**src/hw/cprc_defs.svh**
```systemverilog
// Constants for the clock, power and reset controller.
// Assumes inclusion by bare name from the design module.
`ifndef CPRC_DEFS_SVH
`define CPRC_DEFS_SVH
`define CPRC_PWR_CTRL_ADDR  8'h87
`define CPRC_BIT_IDLE       0
`define CPRC_BIT_PDOWN      1
`define CPRC_BIT_USER0      2
`define CPRC_BIT_USER1      3
`define CPRC_BIT_COLD       4
`define CPRC_PWR_CTRL_POR   8'h10
`define CPRC_COLD_MASK      8'h10
`define CPRC_PORT_RESET     8'hFF
`define CPRC_SP_RESET       8'h07
`define CPRC_SFR_RESET      8'h00
`define CPRC_CLK_DIV        2
`define CPRC_STATES_PER_MC  6
`define CPRC_PHASES_PER_MC  12
`define CPRC_SAMPLE_PHASE   9
`define CPRC_RESET_MC       2
`endif

```
**src/hw/cprc_pkg.sv**
```systemverilog
// Types for the clock, power and reset controller.
// Uses nothing from the constants header and includes no file.
package cprc_pkg;
  // Power modes of the core.
  typedef enum logic [1:0] {
    CPRC_RUN   = 2'b00,
    CPRC_IDLE  = 2'b01,
    CPRC_PDOWN = 2'b10
  } cprc_mode_t;
endpackage

```
**src/hw/cprc_ctrl.sv**
```systemverilog
// Clock gating, power modes, reset sampling and code protection control.
// Assumes clk_in is the oscillator input and one SFR write port from core.
`timescale 1ns/10ps
`include "cprc_defs.svh"

module cprc_ctrl
  import cprc_pkg::*;
#(
  parameter int DIV   = `CPRC_CLK_DIV,
  parameter int RST_MC = `CPRC_RESET_MC
) (
  // Clock and synchronous power-on reset.
  input  wire logic       clk_in,
  input  wire logic       reset_n_in,
  // External reset pin, active high, asynchronous.
  input  wire logic       ext_reset_in,
  // Special-function register write port from the core.
  input  wire logic       sfr_wr_in,
  input  wire logic [7:0] sfr_addr_in,
  input  wire logic [7:0] sfr_wdata_in,
  // Enabled interrupt request from the interrupt logic.
  input  wire logic       irq_pending_in,
  // Code table read check.
  input  wire logic       ctr_req_in,
  input  wire logic       ctr_from_internal_in,
  input  wire logic       ctr_target_internal_in,
  input  wire logic       read_inhibit_bit_in,
  // Encryption bit control and port 0 data.
  input  wire logic       encrypt_program_in,
  input  wire logic       chip_erase_in,
  input  wire logic [7:0] p0_data_in,
  input  wire logic [7:0] encrypt_key_in,
  // Clock enables to the core and peripherals.
  output logic            phase_clk_out,
  output logic            cpu_clk_en_out,
  output logic            periph_clk_en_out,
  output logic            osc_enable_out,
  output logic            state5_phase2_slot_out,
  // Reset to the rest of the chip and power status.
  output logic            sys_reset_out,
  output logic [7:0]      power_control_register_out,
  output logic [7:0]      port_latch_out,
  output logic [7:0]      stack_ptr_out,
  output logic            clear_sfrs_out,
  // Code protection results.
  output logic            ctr_allow_out,
  output logic [7:0]      p0_drive_out,
  output logic            encrypt_en_out
);

  // Refuse a divider other than two and too short a reset hold.
  initial begin
    if (DIV != 2 || RST_MC < 1) begin
      $error("cprc_ctrl: unsupported parameter");
    end
  end

  logic [1:0] rst_sync_ff;      // Pin synchroniser for the external reset.
  logic       div_ff;           // Divide-by-two toggle.
  logic [3:0] phase_ff;         // Phase index within a machine cycle.
  logic [3:0] rst_cnt_ff;       // Consecutive high samples of reset.
  logic       sys_rst_ff;       // Filtered reset state.
  cprc_mode_t mode_ff;          // Current power mode.
  logic [7:0] pwrctl_ff;        // Power control register.
  logic [7:0] port_ff;          // Port latch image.
  logic [7:0] sp_ff;            // Stack pointer image.
  logic       enc_ff;           // Nonvolatile encryption enable.
  logic       allow_ff;         // Registered code table permission.
  logic [7:0] p0_ff;            // Registered port 0 drive.
  logic       slot_ff;          // Sampling slot marker.
  logic       pwrctl_wr;        // Software write to power control.
  logic       slot;             // Sampling instant this clock.

  // The machine cycle is twelve phases of the divided clock. The reset
  // pin is looked at only once per machine cycle, in the fixed sampling
  // slot, so a pulse shorter than a machine cycle can slip between two
  // samples and is never seen at all.
  // A reset source must therefore hold the pin for whole machine cycles.
  // In power-down the divided clock stands still, so the sampling slot
  // never comes round; the synchronised pin is then used directly to
  // start the reset, and the slot filter decides when it ends.
  // The encryption bit models a nonvolatile cell, so it has no reset of
  // its own and keeps its value across every kind of reset.

  // Decode a write to the power control register.
  assign pwrctl_wr = sfr_wr_in && sfr_addr_in == `CPRC_PWR_CTRL_ADDR;
  // The sampling slot is one phase per machine cycle.
  assign slot = div_ff && phase_ff == 4'(`CPRC_SAMPLE_PHASE);

  // Synchronise the reset pin before any logic reads it.
  always_ff @(posedge clk_in) begin
    if (!reset_n_in) begin
      rst_sync_ff <= 2'h0;
    end else begin
      rst_sync_ff <= {rst_sync_ff[0], ext_reset_in};
    end
  end

  // Divide the oscillator by two and count phases; halt in power-down.
  always_ff @(posedge clk_in) begin
    if (!reset_n_in) begin
      div_ff   <= 1'b0;
      phase_ff <= 4'h0;
    end else if (mode_ff != CPRC_PDOWN || sys_rst_ff) begin
      div_ff <= ~div_ff;
      if (div_ff) begin
        if (phase_ff == 4'(`CPRC_PHASES_PER_MC - 1)) begin
          phase_ff <= 4'h0;
        end else begin
          phase_ff <= phase_ff + 4'h1;
        end
      end
    end
  end

  // Sample reset once per machine cycle and need several highs in a row.
  // In power-down the phase clock stops, so the synchronised pin must wake the
  // oscillator; the filter then qualifies it once clocks run again.
  always_ff @(posedge clk_in) begin
    if (!reset_n_in) begin
      rst_cnt_ff <= 4'h0;
      sys_rst_ff <= 1'b1;
    end else if (mode_ff == CPRC_PDOWN && rst_sync_ff[1]) begin
      sys_rst_ff <= 1'b1;
      rst_cnt_ff <= 4'h0;
    end else if (slot) begin
      if (!rst_sync_ff[1]) begin
        rst_cnt_ff <= 4'h0;
        sys_rst_ff <= 1'b0;
      end else if (rst_cnt_ff >= 4'(RST_MC - 1)) begin
        sys_rst_ff <= 1'b1;
      end else begin
        rst_cnt_ff <= rst_cnt_ff + 4'h1;
      end
    end
  end

  // Power mode machine. Any reset returns the core to run mode, which is
  // also the only way out of power-down.
  always_ff @(posedge clk_in) begin
    if (!reset_n_in || sys_rst_ff) begin
      // Any reset ends idle and power-down alike.
      mode_ff <= CPRC_RUN;
    end else begin
      case (mode_ff)
        // Running: a power control write may stop clocks.
        CPRC_RUN: begin
          if (pwrctl_wr && sfr_wdata_in[`CPRC_BIT_PDOWN]) begin
            // Power-down wins when both request bits are written.
            mode_ff <= CPRC_PDOWN;
          end else if (pwrctl_wr && sfr_wdata_in[`CPRC_BIT_IDLE]) begin
            // Idle stops only the core clock.
            mode_ff <= CPRC_IDLE;
          end
        end
        // Idle: any enabled interrupt wakes the core.
        CPRC_IDLE: begin
          if (irq_pending_in) begin
            mode_ff <= CPRC_RUN;
          end
        end
        // Power-down: interrupts are ignored, only reset leaves it.
        CPRC_PDOWN: begin
          mode_ff <= CPRC_PDOWN;
        end
        // Unused code: recover to run mode.
        default: begin
          mode_ff <= CPRC_RUN;
        end
      endcase
    end
  end

  // Power control register. The cold boot flag is set by power-on reset
  // or a software write; a pin reset clears the other bits and keeps that flag, so
  // software can tell a warm start from a cold one.
  always_ff @(posedge clk_in) begin
    if (!reset_n_in) begin
      // Power-on: only the cold boot flag is set.
      pwrctl_ff <= `CPRC_PWR_CTRL_POR;
    end else if (sys_rst_ff) begin
      // Pin reset: clear every bit except the cold boot flag.
      pwrctl_ff <= `CPRC_SFR_RESET | (pwrctl_ff & `CPRC_COLD_MASK);
    end else if (pwrctl_wr) begin
      // Software write, which also lets software clear the cold flag.
      pwrctl_ff <= sfr_wdata_in;
    end else if (mode_ff == CPRC_IDLE && irq_pending_in) begin
      // Waking from idle drops the request so the core stays awake.
      pwrctl_ff[`CPRC_BIT_IDLE] <= 1'b0;
    end
  end

  // Port latches and stack pointer images forced during reset.
  // Outside reset the core owns these registers; here they only hold.
  // The serial buffer is not touched by reset and is not modelled.
  always_ff @(posedge clk_in) begin
    if (!reset_n_in || sys_rst_ff) begin
      // Ports to all ones, stack pointer to seven.
      port_ff <= `CPRC_PORT_RESET;
      sp_ff   <= `CPRC_SP_RESET;
    end else begin
      port_ff <= port_ff;
      sp_ff   <= sp_ff;
    end
  end

  // Encryption bit: set by programming, cleared only by chip erase.
  // It models a nonvolatile cell, so no reset of any kind touches it.
  // Erase wins when both strobes arrive together.
  always_ff @(posedge clk_in) begin
    if (chip_erase_in) begin
      // Whole-chip erase is the only way to clear it.
      enc_ff <= 1'b0;
    end else if (encrypt_program_in) begin
      enc_ff <= 1'b1;
    end
  end

  // Code table read permission and port 0 encoding.
  // A read from internal code, or with the inhibit bit set, may reach
  // anything; a read from external code may only reach external code.
  // Encoding is an exclusive-or with the key, so it is undone the same
  // way by whoever holds the key.
  always_ff @(posedge clk_in) begin
    if (!reset_n_in) begin
      allow_ff <= 1'b0;
      p0_ff    <= `CPRC_PORT_RESET;
      slot_ff  <= 1'b0;
    end else begin
      slot_ff  <= slot;
      if (read_inhibit_bit_in || ctr_from_internal_in) begin
        allow_ff <= ctr_req_in;
      end else begin
        allow_ff <= ctr_req_in && !ctr_target_internal_in;
      end
      p0_ff <= enc_ff ? (p0_data_in ^ encrypt_key_in) : p0_data_in;
    end
  end

  // Registered clock enables and status.
  // The core and peripheral enables pulse once per divided clock; the core enable drops in
  // idle and power-down, the peripheral enable only in power-down, and
  // the oscillator enable falls in power-down to stop the oscillator.
  always_ff @(posedge clk_in) begin
    if (!reset_n_in) begin
      cpu_clk_en_out    <= 1'b0;
      periph_clk_en_out <= 1'b0;
      osc_enable_out    <= 1'b1;
    end else begin
      cpu_clk_en_out    <= div_ff && mode_ff == CPRC_RUN;
      periph_clk_en_out <= div_ff && mode_ff != CPRC_PDOWN;
      osc_enable_out    <= mode_ff != CPRC_PDOWN;
    end
  end

  // Every output below is a plain copy of a register.
  assign phase_clk_out              = div_ff;
  assign state5_phase2_slot_out     = slot_ff;
  assign sys_reset_out              = sys_rst_ff;
  assign clear_sfrs_out             = sys_rst_ff;
  assign power_control_register_out = pwrctl_ff;
  assign port_latch_out             = port_ff;
  assign stack_ptr_out              = sp_ff;
  assign ctr_allow_out              = allow_ff;
  assign p0_drive_out               = p0_ff;
  assign encrypt_en_out             = enc_ff;

endmodule

```
**config.mk**
```make
export PLATFORM = sky130hd
export DESIGN_NAME = cprc_ctrl
export DESIGN_NICKNAME = d
export VERILOG_FILES = /design/src/hw/cprc_pkg.sv /design/src/hw/cprc_ctrl.sv
export VERILOG_INCLUDE_DIRS = /design/src /design/src/hw
export SDC_FILE = /design/constraint.sdc
export NUM_CORES = 1
export LEC_CHECK = 0
export ABC_AREA = 1
export BUFFER_PORTS_ARGS = -buffer_cell sky130_fd_sc_hd__buf_2
export CAP_MARGIN = 40
export CORE_ASPECT_RATIO = 0.5
export CORE_MARGIN = 3
export CORE_UTILIZATION = 45
export DETAILED_ROUTE_END_ITERATION = 6
export PLACE_DENSITY = 0.86
export SLEW_MARGIN = 20
export SYNTH_ARGS = -nofsm -noshare
export SYNTH_HDL_FRONTEND = slang
export SYNTH_SLANG_ARGS = --single-unit
```
**constraint.sdc**
```tcl
create_clock -name clk_in -period 1.6 [get_ports clk_in]
set_input_delay 0.24 -clock clk_in [delete_from_list [all_inputs] [get_ports clk_in]]
set_output_delay 0.24 -clock clk_in [all_outputs]
set_load 0.05 [all_outputs]
```
Word level (Yosys, flattened, before mapping):

Cells that the tools add are included.

* add/sub/neg operators: 2
* $lt $le $gt $ge: 1
* equality and inequality tests: 10
* muxes and demuxes: 13
* bitwise gates (word level): 4
* reductions and logical operators: 23

Operators by type and width (count)
* 4-bit 2-to-1 mux: 3
* 2-bit AND reduction: 5
* 1-bit logical AND: 9
* 4-bit by 1-bit adder with 4-bit output, second input constant: 2
* 4-bit equality test, second input constant: 2
* 8-bit equality test, second input constant: 1
* 8-bit 2-to-1 mux: 1
* 8-bit XOR: 1
* 2-bit 2-to-1 mux: 3
* 2-bit inequality test, second input constant: 3
* 2-bit one-hot mux with 3 select lines: 1
* 1-bit 2-to-1 mux: 5
* 4-bit by 1-bit greater-or-equal comparator with 1-bit output, second input constant: 1
* 2-bit OR reduction: 2
* 1-bit logical OR: 3
* 3-bit inequality test, second input constant: 1
* 1-bit inverter: 3
* 2-bit by 1-bit equality test with 1-bit output, second input constant: 1
* 2-bit equality test, second input constant: 1
* 1-bit logical NOT: 2
* 2-bit logical NOT: 1
* 2-bit by 1-bit inequality test with 1-bit output, second input constant: 1
* 2-bit nonzero test: 1

* register bits: 36
* bits of input ports: 43
* output and inout bits: 41
* word-level logic and storage cells: 69

Logic depth before layout (Yosys ltp):

* word-level depth: 6
* gate-level depth with buffers: 9
* mapped depth without buffers: 9

Worst setup path after synthesis:

No wires, ideal clock.

* path kind: reg-to-reg
* start: register sys_rst_ff, in the netlist clear_sfrs_out
* end: register phase_ff[3]
* setup time: 0.116 ns
* arrival time: 1.325 ns
* required time: 1.484 ns
* path slack: 0.159 ns
* stages on the path, launching flop included: 8
* buffers on the path: 0
* clock period less this slack: 1.441 ns
* cell sequence: dfxtp_1 inv_1 nand2_4 nand2_4 inv_4 nand2_4 o21ai_2 nor2_1

* cells in the longest elaborated chain, start to end: 2

Ends and longest elaborated chain
* start: declaration: RTL line cprc_ctrl.sv:62 `logic sys_rst_ff;`
* start signal: assignment: RTL line cprc_ctrl.sv:122 `sys_rst_ff <= 1'b1;`
* start signal: assignment: RTL line cprc_ctrl.sv:124 `sys_rst_ff <= 1'b1;`
* start signal: assignment: RTL line cprc_ctrl.sv:129 `sys_rst_ff <= 1'b0;`
* 1-bit logical OR: RTL line cprc_ctrl.sv:104 `end else if (mode_ff != CPRC_PDOWN || sys_rst_ff) begin`
* 2-bit AND reduction (no line)
* end signal: assignment: RTL line cprc_ctrl.sv:110 `phase_ff <= phase_ff + 4'h1;`
* end: declaration: RTL line cprc_ctrl.sv:60 `logic [3:0] phase_ff;`

Every way passes these cells.
A chain may end at the register's enable or synchronous reset.

Worst setup path in the final report:

* start: register rst_cnt_ff[1]
* end: register rst_cnt_ff[0]

* cells in the longest elaborated chain, start to end: 3

Ends and longest elaborated chain
* start: declaration: RTL line cprc_ctrl.sv:61 `logic [3:0] rst_cnt_ff;`
* start signal: assignment: RTL line cprc_ctrl.sv:133 `rst_cnt_ff <= rst_cnt_ff + 4'h1;`
* 4-bit by 1-bit greater-or-equal comparator with 1-bit output: RTL line cprc_ctrl.sv:130 `end else if (rst_cnt_ff >= 4'(RST_MC - 1)) begin`
* 2-bit inequality test (no line)
* 2-bit AND reduction (no line)

Every way passes these cells.

==> flow_summary.ini <==
[run_status]
outcome = completed

[power]
switchingPower_uw = 561
clkPwrFrac_pct = 38.0
power_density_mw_per_mm2 = 981
p_leak_nw = 1.03
switching_share_pct = 27.6
p_seq_share_pct = 46.5
pwr-share-comb_pct = 15.5
ir_worst_vdd_mv = 0.556
p_int_mw = 1.47

[yosys]
synth-seq-area-share_pct = 43.7
synth_seq_cells = 36
yosysWarnings = 0
avgSynthCellArea_um2 = 8.16
synthesis.area_mm2 = 0.00165
ys_types = 30
synth_cells = 202

[drt]
drt-total-wl_um = 3500
wl_per_cell_um = 10.9
dr.pass1.iters = 4
ant_nets = 0
drtIter0Drc = 37
drc = 0
vias_per_cell = 4.66
num_vias = 1497

[finish]
syn_to_final_growth_pct = 25.6
drive_gt1_share_pct = 36.3
antenna_cells = 0
final_cell_mix = buf_2 (67), nand2_1 (37), dfxtp_1 (36)
finalNonFillerCells = 321
mostFrequentLayoutCell = buf_2
final_nets = 320

[worst_setup_path]
path_class = reg -> reg
crit_slowest_cell = dfxtp_1
r2r-end = rst_cnt_ff[0]
max_stage_delay_ns = 0.36
start_kind = register
cp-end-kind = register
critPathMaxFanout = 4
path_common_cell = nand2_1
r2r_start = rst_cnt_ff[1]
arrival_ns = 1.68
cp-startpoint = rst_cnt_ff[1]
required_ns = 1.82
cp.depth = 9
reg2reg_depth = 9
critPathBufInv = 2
crit_path_cell_trace = inv_1 > ha_1 > inv_1 > nand2_1 > nor3_2 > nand2_2 > nand2_1 > nand2_1 > a21oi_2
crit_family = simple AND/OR/NAND/NOR gates
r2r_slack_ns = 0.15

[place]
io_buffers = 67
dp.cells = 313
hpwl_um = 2880
globalplace.congestion = 0.743

[timing]
clock_skew_ns = 0.0117
setup_viol = 0
post-route-period-util_pct = 90.9
rsz0062_at_grt = false
max_freq_mhz = 687
timing.setup.tns_ns = 0
period_needed_ns = 1.45
slew_violations = 0
finalHoldViolations = 0

[clock_network]
cts-root-buf = clkbuf_8
cts_buffers = 5
clkLatencyLatePin_ns = 0.29
cts_tree = built
cts_hold_buf = 0
cts_max_level = 2
clk_path_buf_depth = 2
cts_resized = 0
post-cts-setup-buffers = 0
cts.sinks = 36
clkTransAtPathRegs_ns = 0.07

[die]
initial_core_util_pct = 50.9
die_w_um = 91.6
num_rows = 14
die_h_um = 48.8
die_area_mm2 = 0.00447
core_area_mm2 = 0.00324
ios = 84

[global_route]
grt_overflow = 0
gr-usage-all-layers_pct = 15.8
antenna_found_initial = 0
grt_start_max_net_pins = 12
grt_pass1_wl_um = 5830
grt_pass1_vias = 1401

[min_path]
hold-path-cell-count = 2
min_from = chip_erase_in
hold_path.class = in -> reg
min_to = encrypt_en_out

[job]
maxCapViolCount = 0
cell usage after synthesis:
library cell / count / share of area [%]
a21o_1: 8 / 3.6
a21oi_1: 13 / 3.9
a21oi_2: 2 / 1.1
buf_2: 1 / 0.30
buf_4: 18 / 8.2
conb_1: 2 / 0.46
dfxtp_1: 36 / 44
ha_1: 5 / 3.8
inv_1: 15 / 3.4
inv_2: 7 / 1.6
inv_4: 1 / 0.38
nand2_1: 37 / 8.4
nand2_2: 3 / 1.1
nand2_4: 3 / 2.0
nand3_1: 8 / 2.4
nand3_2: 1 / 0.61
nand4_1: 4 / 1.5
nor2_1: 11 / 2.5
nor2_2: 3 / 1.1
nor2_4: 2 / 1.4
nor3_1: 2 / 0.61
nor3_2: 1 / 0.61
nor3b_1: 1 / 0.46
nor4_1: 1 / 0.38
o21ai_0: 9 / 2.7
o21ai_1: 3 / 0.91
o21ai_2: 1 / 0.53
o311ai_0: 1 / 0.53
xnor2_1: 1 / 0.53
xor2_1: 2 / 1.1
logic make-up after synthesis:
| family | share of synthesized area [%] |
|---|---|
| compound gates | 13.4 |
| xor+xnor | 1.59 |
| fa+ha+maj | 3.79 |
| buf+inv | 13.9 |
| flops | 43.7 |
| other cells | 0.455 |
| simple gates | 23.2 |
worst max path at each step:
stage,end,slack [ns]
4_1_cts,rst_cnt_ff[0],0.16
3_3_place_gp,rst_cnt_ff[0],0.36
2_1_floorplan,phase_ff[3],0.16
5_1_grt,rst_cnt_ff[0],0.02
3_5_place_dp,rst_cnt_ff[0],0.18
6_report,rst_cnt_ff[0],0.15
worst register-to-register path: cells and delay by family (launching register included):
| family | cells | cell delay, ns |
|---|---|---|
| AOI/OAI and AO/OA | 1 | 0.09 |
| adders and majority gates | 1 | 0.18 |
| buffers and inverters | 2 | 0.13 |
| DFF | 1 | 0.36 |
| and+or+nand+nor | 5 | 0.62 |
final cells by class:
| type | instances | area (um^2) |
|---|---|---|
| Clock inverter | 2 | 35.0 |
| Fill cell | 294 | 1170 |
| Multi-Input combinational cell | 138 | 752 |
| Sequential cell | 36 | 721 |
| Inverter | 23 | 88.8 |
| Tap cell | 48 | 60.1 |
| Clock buffer | 6 | 72.6 |
| Timing Repair Buffer | 68 | 343 |
per-stage QoR:
stage          power, mW  area [um^2]  util (%)  hold slack [ns]  setup slack [ns]
6_report            2.03         2070      63.9            0.111             0.145
5_1_grt             2.12         2070      63.9           0.0963            0.0172
4_1_cts             2.06         2070      63.9            0.103             0.157
3_5_place_dp        1.28         1960      60.6            0.401             0.177
3_3_place_gp        1.27         1960      60.6            0.399             0.361
2_1_floorplan       1.22         1700         -            0.312             0.159
power by group through the flow:
stage	logic (mW)	registers (mW)	clock network, mW
floorplan	0.185	1.04	0
global placement	0.309	0.965	0
detailed placement	0.315	0.966	0
CTS	0.316	0.946	0.795
global route	0.339	0.950	0.829
finish	0.314	0.946	0.773
sequential cells by signal, summed over array words and instances, names as in the netlist:
register / flops
state5_phase2_slot_out: 1
ctr_allow_out: 1
clear_sfrs_out: 1
rst_sync_ff: 2
mode_ff: 2
phase_ff: 4
p0_drive_out: 8
power_control_register_out: 8
phase_clk_out: 1
encrypt_en_out: 1
osc_enable_out: 1
rst_cnt_ff: 4
periph_clk_en_out: 1
cpu_clk_en_out: 1
routing by layer:
layer	vias to the layer above	wire length, um	track usage, %
li1	754	-	-
met1	682	1390	15.4
met2	57	1800	31.2
met3	4	280	4.78
met4	0	34	6.50
met5	-	0	0
No activity file was read; power rests on OpenSTA's default activity.
